File: src/acs_defs.svh
// Purpose: Offsets, field positions, reset values and codes of the sequencer control block.
// Assumes: APB registers, one aligned 32-bit word each.
// Notes:   Included by the top module acs_top only.
//
// What this block does
// - Differential field value i selects inputs 2i and 2i+1 for lower four pairs.
// - Upper pairs use field values 0x8 to 0xB for pair indices 4 to 7.
// - Retrigger before sequence end makes the sequencer sample continuously, step interrupts continue.
// - Continuous sampling happens only when the retrigger has the starting trigger type.
// - Comparator on a sequence's last step gives neither trigger nor interrupt.
// - Sequencer three has exactly one step, always the last.
// - Result of step n is judged by step n+1's comparator setting.
// - Processor sequence followed by other trigger type occasionally loses its interrupt.
// - With two and three pending only, arbiter compares one against two.
// - Each sequencer has a priority 0 (highest) to 3 (lowest).
// - Sample phase control register is stored but never affects sampling.
`ifndef ACS_DEFS_SVH
`define ACS_DEFS_SVH

// ----------------------------------------------------------------
// Register offsets
// ----------------------------------------------------------------
`define ACS_OFF_ENABLE   8'h00
`define ACS_OFF_STATUS   8'h04
`define ACS_OFF_INTEN    8'h08
`define ACS_OFF_INTCLR   8'h0C
`define ACS_OFF_TRIGSEL  8'h10
`define ACS_OFF_PROCINIT 8'h14
`define ACS_OFF_PRIORITY 8'h18
`define ACS_OFF_PHASE    8'h1C
`define ACS_OFF_THRESH   8'h20
`define ACS_OFF_SEQ_BASE 8'h40
`define ACS_OFF_SEQ_CTL  8'h04

// ----------------------------------------------------------------
// Fields and reset values
// ----------------------------------------------------------------
`define ACS_CTL_IE_POS   8
`define ACS_CTL_LEN_POS  16
`define ACS_CTL_CMP_POS  24
`define ACS_THR_MODE_POS 16
`define ACS_PRI_RESET    8'hE4
`define ACS_LEN_MAX      12'h337
`define ACS_TRIG_PROC    3'h0
`define ACS_TRIG_COMP    3'h1
`define ACS_TRIG_EXT     3'h2
`define ACS_TRIG_TIMER   3'h3
`define ACS_TRIG_PWM     3'h4
`define ACS_DROP_PHASE   2'h3

`endif

File: src/acs_pkg.sv
// Purpose: Types shared by the sequencer control modules.
// Assumes: Constants come from acs_defs.svh.
// Notes:   Types only.
`default_nettype none
package acs_pkg;
    typedef enum logic [1:0] {
        ACS_IDLE,
        ACS_ISSUE,
        ACS_WAIT
    } acs_state_e;
    typedef logic [11:0] acs_sample_t;
endpackage
`default_nettype wire

File: src/acs_cmp_if.sv
// Purpose: Carries one sample and its comparator setting to the comparator unit.
// Assumes: Same clock on both ends.
// Notes:   Purely combinational link.
`default_nettype none
interface acs_cmp_if;
    import acs_pkg::*;
    logic        valid;
    acs_sample_t data;
    acs_sample_t thresh;
    logic        below;
    logic        fire;
    modport eng  (output valid, output data, output thresh, output below, input fire);
    modport unit (input valid, input data, input thresh, input below, output fire);
endinterface
`default_nettype wire

File: src/acs_dcmp.sv
// Purpose: Digital comparator judging one conversion result against a threshold.
// Assumes: The engine has already chosen which step's setting applies.
// Notes:   Fires for results at or above the threshold, or below it in below mode.
`default_nettype none
module acs_dcmp
    import acs_pkg::*;
(
    acs_cmp_if.unit cmp
);
    always_comb begin
        cmp.fire = cmp.valid && (cmp.below ? (cmp.data < cmp.thresh) : (cmp.data >= cmp.thresh));
    end
endmodule
`default_nettype wire

File: src/acs_top.sv
// Purpose: Sample sequencer control: triggers, arbitration, step engine, comparators, interrupts.
// Assumes: The converter core runs on pclk and answers conv_start with one conv_done pulse.
// Notes:   Registers over APB; all outputs are registered.
`include "acs_defs.svh"
`default_nettype none
module acs_top
    import acs_pkg::*;
(
    input  wire logic        pclk,
    input  wire logic        presetn,
    input  wire logic        ce,
    input  wire logic        psel,
    input  wire logic        penable,
    input  wire logic        pwrite,
    input  wire logic [7:0]  paddr,
    input  wire logic [31:0] pwdata,
    output logic      [31:0] prdata,
    output logic             pready,
    output logic             pslverr,
    input  wire logic        comp_trig_in,
    input  wire logic        ext_trig_pin,
    input  wire logic        timer_trig,
    input  wire logic        pwm_trigger,
    output logic             conv_start,
    output logic      [3:0]  conv_pos,
    output logic      [3:0]  conv_neg,
    output logic             conv_diff,
    input  wire logic        conv_done,
    input  wire acs_sample_t conv_data,
    output acs_sample_t      result_data,
    output logic      [1:0]  result_seq,
    output logic             result_valid,
    output logic      [3:0]  comparator_trigger,
    output logic             irq
);
    // ----------------------------------------------------------------
    // Register file state
    // ----------------------------------------------------------------
    logic [3:0]  seq_en, next_seq_en;
    logic [7:0]  status, next_status;
    logic [7:0]  int_en, next_int_en;
    logic [15:0] trigsel, next_trigsel;
    logic [7:0]  pri, next_pri;
    logic [31:0] sample_phase_control_reg, next_phase;
    logic [16:0] thresh, next_thresh;
    logic [31:0] sequence_input_select_reg [4];
    logic [31:0] next_mux [4];
    logic [31:0] seq_ctl [4];
    logic [31:0] next_ctl [4];
    logic [3:0]  proc_init;
    logic [31:0] next_prdata;
    logic        next_pready, next_pslverr, next_irq;

    // ----------------------------------------------------------------
    // Engine state
    // ----------------------------------------------------------------
    acs_state_e  state, next_state;
    logic [3:0]  pend, next_pend;
    logic [3:0]  cont, next_cont;
    logic [1:0]  cur, next_cur;
    logic [2:0]  step, next_step;
    logic [2:0]  start_type, next_start_type;
    logic [1:0]  drop_ctr, next_drop_ctr;
    logic        next_conv_start, next_conv_diff, next_result_valid;
    logic [3:0]  next_conv_pos, next_conv_neg, next_comp_trig;
    acs_sample_t next_result_data;
    logic [1:0]  next_result_seq;
    logic [2:0]  ext_sync;

    logic        access, wr, mapped;
    logic [3:0]  hit, seq_evt, cmp_evt;
    logic [4:0]  src;
    logic [2:0]  last_step, cur_type;
    logic [3:0]  field;
    logic        step_done, drop, retrig;
    logic [1:0]  grant;
    acs_cmp_if   cmp ();

    acs_dcmp u_dcmp (
        .cmp (cmp)
    );

    assign access = psel && penable && pready;
    assign wr     = access && pwrite;

    // ----------------------------------------------------------------
    // Register file
    // ----------------------------------------------------------------
    always_comb begin
        next_seq_en  = seq_en;
        next_int_en  = int_en;
        next_trigsel = trigsel;
        next_pri     = pri;
        next_phase   = sample_phase_control_reg;
        next_thresh  = thresh;
        next_mux     = sequence_input_select_reg;
        next_ctl     = seq_ctl;
        proc_init    = 4'h0;
        // Hardware events win over a clear in the same cycle.
        next_status  = status;
        if (wr && paddr == `ACS_OFF_INTCLR) begin
            next_status = status & ~pwdata[7:0];
        end
        next_status = next_status | {cmp_evt, seq_evt};
        if (wr) begin
            case (paddr)
                `ACS_OFF_ENABLE:   next_seq_en  = pwdata[3:0];
                `ACS_OFF_INTEN:    next_int_en  = pwdata[7:0];
                `ACS_OFF_TRIGSEL:  next_trigsel = pwdata[15:0];
                `ACS_OFF_PROCINIT: proc_init    = pwdata[3:0];
                `ACS_OFF_PRIORITY: next_pri     = pwdata[7:0];
                `ACS_OFF_PHASE:    next_phase   = pwdata;
                `ACS_OFF_THRESH:   next_thresh  = pwdata[16:0];
                default: begin
                end
            endcase
            for (int s = 0; s < 4; s++) begin
                if (paddr == `ACS_OFF_SEQ_BASE + 8'(8 * s)) begin
                    next_mux[s] = pwdata;
                end
                if (paddr == `ACS_OFF_SEQ_BASE + 8'(8 * s) + `ACS_OFF_SEQ_CTL) begin
                    next_ctl[s] = pwdata;
                end
            end
        end
        mapped = 1'b1;
        next_prdata = 32'h0000_0000;
        case (paddr)
            `ACS_OFF_ENABLE:   next_prdata = {28'h0, seq_en};
            `ACS_OFF_STATUS:   next_prdata = {24'h0, status};
            `ACS_OFF_INTEN:    next_prdata = {24'h0, int_en};
            `ACS_OFF_INTCLR:   next_prdata = 32'h0000_0000;
            `ACS_OFF_TRIGSEL:  next_prdata = {16'h0, trigsel};
            `ACS_OFF_PROCINIT: next_prdata = {28'h0, pend};
            `ACS_OFF_PRIORITY: next_prdata = {24'h0, pri};
            `ACS_OFF_PHASE:    next_prdata = sample_phase_control_reg;
            `ACS_OFF_THRESH:   next_prdata = {15'h0, thresh};
            default: begin
                mapped = 1'b0;
                for (int s = 0; s < 4; s++) begin
                    if (paddr == `ACS_OFF_SEQ_BASE + 8'(8 * s)) begin
                        next_prdata = sequence_input_select_reg[s];
                        mapped = 1'b1;
                    end
                    if (paddr == `ACS_OFF_SEQ_BASE + 8'(8 * s) + `ACS_OFF_SEQ_CTL) begin
                        next_prdata = seq_ctl[s];
                        mapped = 1'b1;
                    end
                end
            end
        endcase
        if (!(psel && !penable) || pwrite) begin
            next_prdata = 32'h0000_0000;
        end
        next_pready  = psel && !penable;
        next_pslverr = psel && !penable && !mapped;
        next_irq     = |(next_status & int_en);
    end

    always_ff @(posedge pclk or negedge presetn) begin
        if (!presetn) begin
            seq_en  <= 4'h0;
            status  <= 8'h00;
            int_en  <= 8'h00;
            trigsel <= 16'h0000;
            pri     <= `ACS_PRI_RESET;
            sample_phase_control_reg <= 32'h0000_0000;
            thresh  <= 17'h0_0000;
            prdata  <= 32'h0000_0000;
            pready  <= 1'b0;
            pslverr <= 1'b0;
            irq     <= 1'b0;
            for (int s = 0; s < 4; s++) begin
                sequence_input_select_reg[s] <= 32'h0000_0000;
                seq_ctl[s] <= 32'h0000_0000;
            end
        end else if (ce) begin
            seq_en  <= next_seq_en;
            status  <= next_status;
            int_en  <= next_int_en;
            trigsel <= next_trigsel;
            pri     <= next_pri;
            sample_phase_control_reg <= next_phase;
            thresh  <= next_thresh;
            prdata  <= next_prdata;
            pready  <= next_pready;
            pslverr <= next_pslverr;
            irq     <= next_irq;
            sequence_input_select_reg <= next_mux;
            seq_ctl <= next_ctl;
        end
    end

    // ----------------------------------------------------------------
    // Trigger sources and arbitration
    // ----------------------------------------------------------------
    always_ff @(posedge pclk or negedge presetn) begin
        if (!presetn) begin
            ext_sync <= 3'h0;
        end else if (ce) begin
            ext_sync <= {ext_sync[1:0], ext_trig_pin};
        end
    end

    always_comb begin
        for (int s = 0; s < 4; s++) begin
            src = {pwm_trigger, timer_trig, ext_sync[1] && !ext_sync[2], comp_trig_in, proc_init[s]};
            hit[s] = seq_en[s] && trigsel[4 * s +: 3] <= `ACS_TRIG_PWM && src[trigsel[4 * s +: 3]];
        end
        // The crippled compare of one against two, only seen with two and three pending.
        if (pend == 4'hC) begin
            grant = (pri[3:2] < pri[5:4]) ? 2'd2 : 2'd3;
        end else begin
            grant = 2'd3;
            for (int s = 3; s >= 0; s--) begin
                if (pend[s] && (!pend[grant] || pri[2 * s +: 2] <= pri[2 * grant +: 2])) begin
                    grant = 2'(s);
                end
            end
        end
    end

    // ----------------------------------------------------------------
    // Step engine
    // ----------------------------------------------------------------
    always_comb begin
        cur_type  = trigsel[4 * cur +: 3];
        last_step = seq_ctl[cur][`ACS_CTL_LEN_POS +: 3];
        // One nibble per sequencer holds its highest step index; sequencer three has none above 0.
        if (last_step > 3'(`ACS_LEN_MAX >> (4 * cur))) begin
            last_step = 3'(`ACS_LEN_MAX >> (4 * cur));
        end
        field     = sequence_input_select_reg[cur][4 * step +: 4];
        step_done = state == ACS_WAIT && conv_done;
        retrig    = state != ACS_IDLE && hit[cur] && cur_type == start_type;
        // The engine assigns step n's result to step n+1's comparator; the last has none.
        cmp.valid  = step_done && step != last_step && seq_ctl[cur][`ACS_CTL_CMP_POS + 32'(step) + 1];
        cmp.data   = conv_data;
        cmp.thresh = thresh[11:0];
        cmp.below  = thresh[`ACS_THR_MODE_POS];
        drop = start_type == `ACS_TRIG_PROC && drop_ctr == `ACS_DROP_PHASE;
        drop = drop && |(pend & ~{trigsel[12 +: 3] == `ACS_TRIG_PROC, trigsel[8 +: 3] == `ACS_TRIG_PROC,
                                  trigsel[4 +: 3] == `ACS_TRIG_PROC, trigsel[0 +: 3] == `ACS_TRIG_PROC});
        seq_evt = 4'h0;
        cmp_evt = 4'h0;
        if (step_done && seq_ctl[cur][`ACS_CTL_IE_POS + 32'(step)] && !drop) begin
            seq_evt[cur] = 1'b1;
        end
        if (cmp.fire) begin
            cmp_evt[cur] = 1'b1;
        end

        next_state = state;
        next_cur = cur;
        next_step = step;
        next_start_type = start_type;
        next_drop_ctr = drop_ctr;
        next_cont = (cont | (retrig ? 4'(1) << cur : 4'h0)) & seq_en;
        next_pend = (pend | (retrig ? hit & ~(4'(1) << cur) : hit)) & seq_en;
        next_conv_start = 1'b0;
        next_conv_pos = conv_pos;
        next_conv_neg = conv_neg;
        next_conv_diff = conv_diff;
        next_result_valid = 1'b0;
        next_result_data = result_data;
        next_result_seq = result_seq;
        next_comp_trig = cmp_evt;
        case (state)
            ACS_IDLE: begin
                if (|pend) begin
                    next_cur = grant;
                    next_step = 3'h0;
                    next_start_type = trigsel[4 * grant +: 3];
                    next_pend[grant] = hit[grant];
                    next_state = ACS_ISSUE;
                end
            end
            ACS_ISSUE: begin
                next_conv_start = 1'b1;
                next_conv_diff = seq_ctl[cur][step];
                if (seq_ctl[cur][step]) begin
                    next_conv_pos = {field[3], field[1:0], 1'b0};
                    next_conv_neg = {field[3], field[1:0], 1'b1};
                end else begin
                    next_conv_pos = field;
                    next_conv_neg = 4'h0;
                end
                next_state = ACS_WAIT;
            end
            ACS_WAIT: begin
                if (conv_done) begin
                    next_result_valid = 1'b1;
                    next_result_data = conv_data;
                    next_result_seq = cur;
                    if (seq_ctl[cur][`ACS_CTL_IE_POS + 32'(step)]) begin
                        next_drop_ctr = drop_ctr + 2'd1;
                    end
                    if (step != last_step) begin
                        next_step = step + 3'd1;
                        next_state = ACS_ISSUE;
                    end else if (next_cont[cur]) begin
                        next_step = 3'h0;
                        next_state = ACS_ISSUE;
                    end else begin
                        next_state = ACS_IDLE;
                    end
                end
            end
            default: next_state = ACS_IDLE;
        endcase
        if (!seq_en[cur] && state != ACS_IDLE && !conv_done) begin
            next_state = (state == ACS_WAIT) ? ACS_WAIT : ACS_IDLE;
        end
    end

    always_ff @(posedge pclk or negedge presetn) begin
        if (!presetn) begin
            state <= ACS_IDLE;
            pend <= 4'h0;
            cont <= 4'h0;
            cur <= 2'h0;
            step <= 3'h0;
            start_type <= 3'h0;
            drop_ctr <= 2'h0;
            conv_start <= 1'b0;
            conv_pos <= 4'h0;
            conv_neg <= 4'h0;
            conv_diff <= 1'b0;
            result_valid <= 1'b0;
            result_data <= 12'h000;
            result_seq <= 2'h0;
            comparator_trigger <= 4'h0;
        end else if (ce) begin
            state <= next_state;
            pend <= next_pend;
            cont <= next_cont;
            cur <= next_cur;
            step <= next_step;
            start_type <= next_start_type;
            drop_ctr <= next_drop_ctr;
            conv_start <= next_conv_start;
            conv_pos <= next_conv_pos;
            conv_neg <= next_conv_neg;
            conv_diff <= next_conv_diff;
            result_valid <= next_result_valid;
            result_data <= next_result_data;
            result_seq <= next_result_seq;
            comparator_trigger <= next_comp_trig;
        end
    end
endmodule
`default_nettype wire

File: config.mk
export PLATFORM = sky130hd
export DESIGN_NAME = acs_top
export DESIGN_NICKNAME = d
export VERILOG_FILES = /design/src/acs_pkg.sv /design/src/acs_cmp_if.sv /design/src/acs_dcmp.sv /design/src/acs_top.sv
export VERILOG_INCLUDE_DIRS = /design/src
export SDC_FILE = /design/constraint.sdc
export NUM_CORES = 1
export LEC_CHECK = 0
export BUFFER_PORTS_ARGS = -buffer_cell sky130_fd_sc_hd__clkbuf_2
export CAP_MARGIN = 20
export CORE_ASPECT_RATIO = 1.75
export CORE_MARGIN = 5
export CORE_UTILIZATION = 60
export CTS_CLUSTER_SIZE = 8
export DETAILED_ROUTE_END_ITERATION = 8
export PLACE_DENSITY_LB_ADDON = 0.3
export RECOVER_POWER = 100
export SYNTH_ARGS = -nofsm -noshare
export SYNTH_HDL_FRONTEND = slang
export SYNTH_SLANG_ARGS = --single-unit
File: constraint.sdc
create_clock -name pclk -period 7.1 [get_ports pclk]
set_input_delay 1.065 -clock pclk [delete_from_list [all_inputs] [get_ports pclk]]
set_output_delay 1.065 -clock pclk [all_outputs]
set_load 0.02 [all_outputs]
[After elaboration in Yosys (flattened, before gate mapping)]
Index checks and enable logic that the tools add are counted.
Cells by class
  shift operators: 8
  reduce and logical (&&, ||, !) cells: 79
  equal/unequal tests: 27
  order comparisons: 26
  $add $sub $neg: 5
  bitwise logic cells: 13
  multiplexer cells: 94
Operators with widths (count)
  two-way mux 32 bit: 13
  one-hot mux 32 bit (9 select lines): 1
  binary-select mux 32 bit (select 2 bit): 2
  == test 8 x 7 -> 1 bit (second input constant): 8
  AND reduction 3 bit: 17
  two-way mux 4 bit: 9
  == test 8 x 5 -> 1 bit (second input constant): 4
  logical AND 1 bit: 32
  two-way mux 1 bit: 32
  indexed part select 16 x 5 -> 3 bit: 2
  indexed part select 32 x 6 -> 4 bit: 1
  indexed part select 8 x 4 -> 2 bit: 3
  two-way mux 2 bit: 11
  two-way mux 3 bit: 6
  AND 4 bit: 4
  AND 8 bit: 2
  == test 8 x 4 -> 1 bit (second input constant): 2
  < comparator 3 x 4 -> 1 bit (second input constant): 4
  binary-select mux 1 bit (select 3 bit): 5
  logical NOT 3 bit: 5
  < comparator 2 x 3 -> 1 bit (second input constant): 5
  binary-select mux 1 bit (select 2 bit): 7
  greater-or-equal comparator 12 bit: 1
  <= comparator 3 bit (second input constant): 4
  49 further kinds: 72
Storage, ports and cells
  word-level logic and storage cells: 287
  register bits: 436

[Logic depth before layout (Yosys ltp)]
Gate-level depths: netlist of the first run.
  word-level depth: 30
  mapped depth: 22
  mapped depth without buffers: 21

[Cells and area by module]
From an unflattened synthesis of the first run, not the netlist that was laid out.
Unflattened totals
  cells, all modules: 1812
  area total of the unflattened synthesis: 22242.6 um^2
Modules (own cells, without submodules)
  acs_top: sequential area each 10890.4 um^2, cells an instance 1769, instances 1, area each 21914.8 um^2
  acs_dcmp: sequential area each 0.0 um^2, cells an instance 43, instances 1, area each 327.8 um^2

[Least setup slack after synthesis of the first run]
Ideal clock, no wire load.
  kind: flip-flop to flip-flop
  start: register pri[7]
  end: register pend[3]
  path slack: 2.870 ns
  cell stages (with the launch flop): 22
  period minus slack after synthesis: 4.230 ns
  arrival time: 4.107 ns
  library setup time: 0.123 ns
  buffers on the path: 1
  data required time: 6.977 ns
  cells stage by stage: dfstp_2 inv_1 ha_1 nor2b_1 o211ai_1 nand2_1 a21oi_1 ha_1 nor2b_1 o221a_2 nor2_1 nor2_1 a21oi_1 ha_1 nand2_1 o31ai_1 o21ai_0 clkbuf_1 nand2_1 or3b_2 o22ai_1 a21oi_1
Between the ends
  longest elaborated chain between the ends: 27
  elaborated cells on any way between the ends: 34
  those cells by class: order compare (5); shift (3); mux (17); reduce/logical (9)
Ends and longest elaborated chain
  start: declaration: RTL line acs_top.sv:43  | logic [7:0] pri, next_pri;
  start signal: assignment: RTL line acs_top.sv:166  | pri <= `ACS_PRI_RESET;
  start signal: assignment: RTL line acs_top.sv:182  | pri <= next_pri;
  parallel branches: the longest is 18 deep, another holds <= comparator 2 bit
  two-way mux 2 bit (*): RTL line acs_top.sv:216  | if (pend[s] && (!pend[grant] || pri[2 * s +: 2] <= pri[2 * grant +: 2])) begin
  two-way mux 2 bit (*): RTL line acs_top.sv:211  | if (pend == 4'hC) begin
  < comparator 2 x 3 -> 1 bit (not written as such) or greater-or-equal comparator 2 x 1 -> 1 bit (tied branches): RTL line acs_top.sv:274  | next_pend[grant] = hit[grant];
  logical AND 1 bit (not written as such): RTL line acs_top.sv:274
  two-way mux 1 bit (not written as such): RTL line acs_top.sv:274
  demux 1 bit (select 2 bit): RTL line acs_top.sv:274
  bitwise mux 4 bit (*): RTL line acs_top.sv:274
  two-way mux 4 bit (*): RTL line acs_top.sv:270  | if (|pend) begin
  two-way mux 4 bit (*): RTL line acs_top.sv:268  | case (state)
  end signal: assignment: RTL line acs_top.sv:335  | pend <= next_pend;
  end: declaration: RTL line acs_top.sv:58  | logic [3:0] pend, next_pend;
Mark *: on every way between the ends. The select of a mux whose other input is x is not followed.
A chain may end at the register's enable or synchronous reset.

[Final worst setup path of the first run]
  start: input paddr[2]
  end: register seq_ctl[73] (netlist bit)
Between the ends
  longest elaborated chain between the ends: 2
Ends and longest elaborated chain
  start: declaration: RTL line acs_top.sv:15  | input wire logic [7:0] paddr,
  == test 8 x 7 -> 1 bit (no line)
  AND reduction 3 bit (no line)
  end signal: assignment: RTL line acs_top.sv:190  | seq_ctl <= next_ctl;
  end: declaration: RTL line acs_top.sv:48  | logic [31:0] seq_ctl [4];
No other way between the ends.

==> key figures, run 1 <==
Power
  • Cell Pwr Density: around 250 nW/um^2
  • Leakage Power: approximately 0.012 uW
  • Peak VDD IR: slightly below 200 uV

Clock network
  • Number of H-tree levels: 2
  • CTS root buf: clkbuf_16
  • # clock sinks: about 440
  • Clock transition at path regs: 0.05 ns
  • Post-CTS setup buffer count: 0
  • Worst-Skew Late Latency: roughly 0.6 ns
  • TritonCTS clock tree: done
  • Post-cts resize count: 0
  • Clk buf depth: 3
  • CTS Buf Count: 60
  • Hold buffers post-CTS: 0

Setup path
  • Crit end category: flop
  • Crit-path cells: clkbuf_1, nand4bb_1, nor2b_1, clkbuf_1, nand2_1, clkbuf_1, mux2_2
  • R2R setup slack: 1.37 ns
  • CP max-delay cell: nor2b_1
  • CP max stage delay: 1.24 ns
  • Top delay family on crit path: buffers and inverters
  • CP Buf/Inv Count: 3
  • Most frequent cell on the critical path: clkbuf_1
  • Critical path class: in -> reg
  • Worst EP arrival: between 6 and 7 ns
  • Crit-path max FO: 33
  • WP data required: 7.56 ns
  • Startpoint types: input pin

Detailed routing
  • Drt drc: 0
  • Routed Antenna Nets: 0
  • Detailed Route WL: 77450 microns
  • Drt first pass iters: 6
  • Via/cell ratio: 7.275
  • Post-DR wirelength/cell: 31.42 microns
  • Via Count: approximately 18000
  • Iter 0 DRT Violations: ~2000

STA
  • Post-Route Skew: 0.01828 ns
  • Worst Max-Slew Pin Slew: around 4 ns
  • Max-slew violations: around 480
  • Fin worst setup slack: 1.056 ns
  • Achievable Freq: 0.1655 GHz
  • Setup violators final: 0
  • Setup tns final: 0 ns
  • Minimum clock period: slightly above 6 ns
  • Max-Slew Margin vs Limit: -1.711
  • RSZ-0062 raised after global routing: no
  • Final-report hold violation count: 0
  • Crit share post-route: 0.8513

Synth
  • Main flop type after synthesis: dfrtp_1
  • Dominant cells by area after synthesis: dfrtp_1, mux2_2, mux4_2, nand2_1, mux2i_1
  • EDFF count, synth: 0
  • Top cell type's share of synthesized area: 0.4733
  • Synth async-reset ratio: 1.000
  • Synthesized cell area: between 20000 and 25000 sq um
  • Post-synth top cells: dfrtp_1, mux2_2, nand2_1
  • Synth Register Bits: roughly 440
  • Yosys Warn Count: 0
  • Post-Synthesis Cells: approximately 1900
  • Most common cell in the netlist: dfrtp_1
  • Mapped Nets: between 1500 and 2000
  • Post-synthesis sequential area ratio: 0.4779
  • Syn Area/Cell: roughly 12 sq um
  • Netlist cell types: 84
  • Yosys top cell by area: dfrtp_1

Floorplanning
  • Die Y-Extent: 267.8 microns
  • Core area: ~38000 sq um
  • # IOs: 127
  • DIE WIDTH: 157.3 microns
  • Die area: roughly 42000 sq um
  • Initial Util: 0.6055
  • Row count: 94

Finish
  • Area growth, synth to finish: 10.21%
  • Fillcell total: 2899
  • Fin util: 0.6674
  • Share of layout cells above drive strength 1: 0.2933
  • Fin nets: 2056

Global route
  • GR Overflow Total: 0
  • Initial antenna violation count: 1
  • Gr usage total: 0.3690
  • Largest net degree at the start of global routing: between 150 and 200
  • Number of global-route vias before repair: roughly 19000
  • First-pass GRT wire length: about 120000 microns

Placement
  • Gpl congestion: ~0.99
  • Post-Place Worst Slack: between 2 and 2.5 ns
  • HPWL after DPL: roughly 51000 microns
  • Input/output buffers: between 100 and 150

Min path
  • Hold Crit Class: reg -> reg

Job
  • Max-Cap Viols: 12

Outcome
  • Failing checks: max-capacitance violations, max-slew violations
  • Outcome: complete, but fails checks
## layout make-up
class                   instances  area (sq um)  area share
multi-input cells            1257         11000      0.4379
flip-flops and latches        435         10890      0.4337
clock buffers                  76          1604     0.06386
repair buffers                166         813.3     0.03238
well taps                     480         600.6     0.02391
inverters                      48         180.2    0.007173
clock inverters                 2         23.77   0.0009465
diodes                          1         2.502  0.00009963
## metal layers
layer,track usage,wire [microns],vias to the layer above
li1,-,-,7346
met1,0.4240,25650,9005
met2,0.6026,37590,1189
met3,0.06768,6774,392
met4,0.2916,7424,2
met5,0,13,-
## power breakdown
part / internal [uW] / leakage [uW] / switching, uW
sequential: 2550 / 0.00603 / 108
clock: 1540 / 0.000788 / 1040
combinational: 335 / 0.00476 / 667
total: 4430 / 0.0116 / 1810
## cells in the final DEF, fill, tap and decap left out, types with 6 or more instances in the layout
cell type / instances
dfrtp_1: 430
mux2_2: 345
nand2_1: 146
clkbuf_1: 94
o21ai_0: 71
clkbuf_16: 62
clkbuf_2: 61
a21oi_1: 58
mux4_2: 58
mux2i_1: 53
inv_1: 47
nor2_1: 41
a22oi_1: 39
a222oi_1: 38
nand3_1: 35
a21o_1: 25
a31oi_1: 25
ha_1: 25
buf_4: 23
a221oi_1: 20
o22ai_1: 19
o221ai_1: 19
nor2b_1: 18
nor3_1: 17
o31ai_1: 16
a211oi_1: 16
a221o_1: 16
nand4_1: 11
mux2_1: 9
and3_1: 9
nand2b_1: 8
o211ai_1: 7
a2111oi_0: 7
a22o_1: 7
a32oi_1: 6
## kinds of logic after synthesis
kind of cell / share of synthesized area
multiplexers: 0.2578
flip-flops: 0.4779
AO/OA/AOI/OAI: 0.1374
AND/OR/NAND/NOR: 0.07143
buffers and inverters: 0.03948
adder cells (fa/ha/maj): 0.01373
XOR/XNOR: 0.002306
## final timing paths
check | startpoint | to | cells past startpoint
worst max-delay path | paddr[2] | seq_ctl[73] | 7
worst min-delay path | conv_pos[0] | conv_pos[0] | 1
worst max register to register | cur[0] | status[4] | 8
worst min register to register | conv_pos[0] | conv_pos[0] | 1
max in group asynchronous | presetn | sequence_input_select_reg[85] | 2
min in group asynchronous | presetn | result_data[4] | 1
## metrics by stage
step,total power (uW),cell area [sq um],hold slack (ns),cells
detailed placement,3687,23670,0.4657,2386
global route,6423,25110,0.4996,2464
global placement,3663,23670,0.4647,2386
floorplan,3339,22790,0.4488,1886
finish,6237,25120,0.4766,2465
CTS,6248,25300,0.4763,2464
Note: power is estimated with default switching activity, not from simulation.
==> inputs of run 2 (changes only) <==
- CORE_MARGIN: 5 -> default
- CORE_UTILIZATION: 60 -> 55
- REMOVE_ABC_BUFFERS: default -> 1
==> run 2 against run 1 <==
The flow still finishes with violations (max-capacitance violations, max-slew violations). Critical endpoint is now sequence_input_select_reg[69]. Critical path type unchanged. Clock power shrank 2%. Hold slack worse by 0.0023 ns. Critical path depth grew 1. Highest routed layer unchanged. Flip-flop and latch count unchanged. Setup slack lost 0.011 ns. Combinational power down 5%. Total power decreased by 1.5%.
==> key figures, run 2 (synthesis results as in run 1) <==
Detailed routing
  • Detailed Route WL: a little under 80000 microns
  • Via/cell ratio: roughly 7.1
  • Routed Antenna Nets: 0
  • Via Count: between 15000 and 20000
  • Drt first pass iters: 6
  • Iter 0 DRT Violations: between 1500 and 2000
  • Drt drc: 0
  • Post-DR wirelength/cell: ~30 microns

STA
  • Setup violators final: 0
  • Worst Max-Slew Pin Slew: between 4 and 5 ns
  • Max-slew violations: between 300 and 400
  • Achievable Freq: approximately 0.17 GHz
  • Worst hold slack: between 0.4 and 0.5 ns
  • Max-Slew Margin vs Limit: -2.191
  • Final-report hold violation count: 0
  • Crit share post-route: 0.8528
  • Setup tns final: 0 ns
  • Minimum clock period: slightly above 6 ns
  • Post-Route Skew: between 0.015 and 0.02 ns
  • RSZ-0062 raised after global routing: no

Power
  • Peak VDD IR: approximately 200 uV
  • Switching power: about 1800 uW
  • Sw Share: 0.2882
  • Leakage Power: between 0.01 and 0.015 uW
  • Combinational Power Share: 0.155
  • Pint: between 4000 and 5000 uW
  • Power share of the sequential group: 0.434
  • Cell Pwr Density: roughly 240 nW/um^2
  • Clock power share: 0.411

Floorplanning
  • Die Y-Extent: between 200 and 300 microns
  • Row count: 98
  • Die area: 42290 sq um
  • # IOs: roughly 130
  • DIE WIDTH: 155.9 microns
  • Core area: slightly above 40000 sq um
  • Initial Util: 0.5581

Setup path
  • Crit end category: flop
  • Crit-path max FO: 33
  • Most frequent cell on the critical path: clkbuf_1
  • CP Buf/Inv Count: 5
  • Worst EP arrival: between 6 and 7 ns
  • Critical path class: in -> reg
  • Crit-path cells: clkbuf_2, clkbuf_1, inv_1, nor2_1, clkbuf_1, nand2_1, clkbuf_1, mux2_2
  • Startpoint types: input pin
  • CP max stage delay: about 1.3 ns
  • CP max-delay cell: clkbuf_1
  • WP data required: 7.56 ns
  • Top delay family on crit path: buffers and inverters

Min path
  • Hold Crit Class: reg -> reg

Global route
  • First-pass GRT wire length: approximately 120000 microns
  • Number of global-route vias before repair: between 15000 and 20000
  • Initial antenna violation count: 2
  • GR Overflow Total: 0
  • Gr usage total: 0.3772
  • Largest net degree at the start of global routing: between 150 and 200

Finish
  • Commonest non-fill, non-tap cells in the layout: dfrtp_1, mux2_2, nand2_1
  • Share of layout cells above drive strength 1: 0.2914
  • Fin nets: 2055
  • Non-filler cells, final: approximately 2500
  • # diodes: 0
  • Area growth, synth to finish: 10.33%
  • Commonest non-fill, non-tap cell in the layout: dfrtp_1
  • Fin util: 0.6158

Clock network
  • CTS root buf: clkbuf_16
  • CTS Buf Count: 60
  • Number of H-tree levels: 2
  • Hold buffers post-CTS: 0
  • Clock transition at path regs: about 0.05 ns
  • TritonCTS clock tree: done
  • Post-CTS setup buffer count: 0
  • Worst-Skew Late Latency: ~0.60 ns
  • Post-cts resize count: 0
  • Clk buf depth: 3
  • # clock sinks: between 400 and 500

Placement
  • Gpl congestion: around 1.0
  • Placed cell count: about 2500
  • Input/output buffers: around 130
  • HPWL after DPL: roughly 50000 microns

Outcome
  • Failing checks: max-capacitance violations, max-slew violations
  • Outcome: complete, but fails checks

Job
  • Max-Cap Viols: 12
[run 2: power by group through the flow]
stage | logic [uW] | registers, uW | clock network [uW]
detailed placement | 949 | 2700 | 0
CTS | 953 | 2660 | 2550
floorplan | 483 | 2790 | 0
global placement | 935 | 2700 | 0
finish | 951 | 2670 | 2530
global route | 1010 | 2670 | 2650
[run 2: per-layer routing]
layer	routed length (microns)	GRT usage	vias to the layer above
li1	-	-	7321
met1	25930	0.4225	9067
met2	38110	0.6198	1173
met5	23	0	-
met4	7414	0.3106	4
met3	6761	0.07375	395
[run 2: cell type report]
cell class / count / area, sq um
clock buffers: 72 / 1546
flip-flops and latches: 435 / 10900
fillers: 3292 / 15690
clock inverters: 3 / 32.53
multi-input cells: 1257 / 10980
repair buffers: 165 / 815.8
well taps: 550 / 688.2
inverters: 48 / 180.2
[run 2: worst paths after layout]
check                            startpoint                            end  slack [ns]  cells past startpoint
worst min-delay path            drop_ctr[0]                    drop_ctr[0]        0.47                      1
worst min register to register  drop_ctr[0]                    drop_ctr[0]        0.47                      1
worst max register to register       cur[0]                       state[0]        1.36                     11
min in group asynchronous           presetn                 result_data[6]        2.18                      1
worst max-delay path                     ce  sequence_input_select_reg[69]        1.05                      8
max in group asynchronous           presetn  sequence_input_select_reg[17]        2.18                      1
[run 2: per-stage QoR]
stage | worst slack, ns | power (uW) | instance area [sq um]
after floorplan | 1.905 | 3274 | 22070
after global placement | 1.783 | 3633 | 23730
after detailed placement | 1.579 | 3651 | 23750
after CTS | 1.572 | 6163 | 25330
after global routing | 0.9741 | 6330 | 25140
final | 1.045 | 6144 | 25140
[run 2: worst register-to-register path: stages (launching register included)]
cell and delay (ns):
dfrtp_4 0.69, clkbuf_1 1.93, mux4_2 0.83, inv_1 0.10
ha_1 0.23, nand3_1 0.08, o21ai_0 0.11, or3_1 0.40
o32ai_1 0.17, o22ai_1 0.34, o31ai_4 0.53, o21ai_0 0.14
==> inputs of run 3 (changes only) <==
- clock period: 7.1 -> 6.65 ns (I/O delays scaled with it)
==> run 3 against run 2 <==
The run still ends with max-capacitance violations, max-slew violations left. Clock skew grew 0.0067 ns. First-iteration DRC count increased by 14%. Combinational power rose by 6%. Wire length decreased by 0.50%. Final area up 0.25%. Hold slack got worse by 0.033 ns. Critical path depth unchanged. Highest routed layer is now met4.
==> key figures, run 3 (synthesis results as in run 1) <==
Outcome
  • Outcome: complete, but fails checks
  • Failing checks: max-capacitance violations, max-slew violations

Clock network
  • Post-cts resize count: 0
  • Worst-Skew Late Latency: 0.60 ns
  • Clock transition at path regs: 0.05 ns
  • Number of H-tree levels: 2
  • CTS Buf Count: 60
  • CTS root buf: clkbuf_16
  • Hold buffers post-CTS: 0
  • Post-CTS setup buffer count: 0
  • # clock sinks: between 400 and 500
  • Clk buf depth: 3
  • TritonCTS clock tree: done

Detailed routing
  • Routed Antenna Nets: 0
  • Via/cell ratio: between 7 and 8
  • Iter 0 DRT Violations: between 1500 and 2000
  • Via Count: around 18000
  • Drt first pass iters: 6
  • Drt drc: 0
  • Post-DR wirelength/cell: just over 30 microns
  • Detailed Route WL: about 78000 microns

Floorplanning
  • Row count: just under 100
  • Initial Util: 0.5581
  • # IOs: between 100 and 150
  • DIE WIDTH: roughly 160 microns
  • Core area: 40830 sq um
  • Die area: around 42000 sq um
  • Die Y-Extent: roughly 270 microns

STA
  • Worst Max-Slew Pin Slew: 3.743 ns
  • RSZ-0062 raised after global routing: no
  • Setup tns final: 0 ns
  • Post-Route Skew: approximately 0.023 ns
  • Final-report hold violation count: 0
  • Crit share post-route: 0.8684
  • Minimum clock period: a little under 6 ns
  • Achievable Freq: around 0.17 GHz
  • Max-Slew Margin vs Limit: -1.496
  • Worst hold slack: 0.4414 ns
  • Setup violators final: 0
  • Max-slew violations: approximately 330

Finish
  • Fin util: 0.6174
  • Fin nets: approximately 2100
  • Share of layout cells above drive strength 1: 0.2944
  • Commonest non-fill, non-tap cell in the layout: dfrtp_1
  • Commonest non-fill, non-tap cells in the layout: dfrtp_1, mux2_2, nand2_1
  • Area growth, synth to finish: 10.61%

Setup path
  • Startpoint types: input pin
  • Worst EP arrival: approximately 6.3 ns
  • Crit-path max FO: 33
  • Crit end category: flop
  • Critical path class: in -> reg
  • WP data required: ~7.1 ns

Global route
  • First-pass GRT wire length: 117000 microns
  • Initial antenna violation count: 1
  • GR Overflow Total: 0
  • Largest net degree at the start of global routing: 179
  • Met2 GRT Util: 0.6393
  • M1 GR Usage: 0.4111
  • Number of global-route vias before repair: approximately 19000
  • Busiest grt layer: met2
  • GR Util met3: 0.06897
  • Gr usage total: 0.3774

Min path
  • Hold Crit Class: in -> async

Power
  • Cell Pwr Density: between 200 and 300 nW/um^2
  • Peak VDD IR: roughly 300 uV
  • Leakage Power: 0.01160 uW
  • Final Power: roughly 6600 uW

Job
  • Max-Cap Viols: 8

Placement
  • Gpl congestion: slightly above 1
  • HPWL after DPL: just over 50000 microns
  • Input/output buffers: 126
## run 3: changes by cell type in the layout (fill, tap and decap cells not counted), moves of 2 or more
| cell | previous run | this run |
|---|---|---|
| buf_4 | 19 | 23 |
| clkbuf_2 | 60 | 67 |
| o31ai_1 | 17 | 19 |
| buf_12 | 3 | 1 |
| clkbuf_1 | 94 | 90 |
## run 3: layout make-up
class | count | area, sq um
fillers | 3323 | 15620
multi-input cells | 1257 | 10970
flip-flops and latches | 435 | 10900
clock buffers | 72 | 1546
repair buffers | 172 | 868.3
well taps | 550 | 688.2
inverters | 48 | 180.2
clock inverters | 3 | 57.56
diodes | 1 | 2.502
## run 3: worst max-delay path, cell delays in order
cell and delay, ns:
clkbuf_2 0.07, clkbuf_1 1.31, inv_1 0.83, nor2_1 0.25
clkbuf_1 0.78, nand2_1 0.84, clkbuf_2 0.64, mux2_1 0.47
## run 3: per-stage QoR
step	instances	cell area, sq um	worst slack [ns]
after floorplan	1740	22070	1.455
after global placement	2460	23780	2.012
after detailed placement	2460	23780	1.809
after CTS	2535	25390	1.769
after global routing	2537	25210	0.7386
final	2538	25210	0.8753
## run 3: layer usage
metal,vias up,wire (microns)
met5,-,0
met4,0,7220
met3,398,5931
met2,1133,38650
met1,9097,26040
li1,7359,-
## run 3: final timing paths
path | start | endpoint | slack [ns] | cells past startpoint
worst max-delay path | ce | sequence_input_select_reg[120] | 0.88 | 8
worst min-delay path | presetn | result_seq[1] | 0.44 | 1
worst max register to register | cur[1] | drop_ctr[1] | 0.91 | 7
worst min register to register | result_seq[0] | result_seq[0] | 0.48 | 2
max in group asynchronous | presetn | cur[0] | 1.65 | 2
min in group pclk | result_seq[0] | result_seq[0] | 0.48 | 2
## run 3: power by group
group          internal [uW]  total, uW  switching (uW)
Sequential              2720       2850             129
Clock                   1600       2720            1120
Combinational            361       1010             651
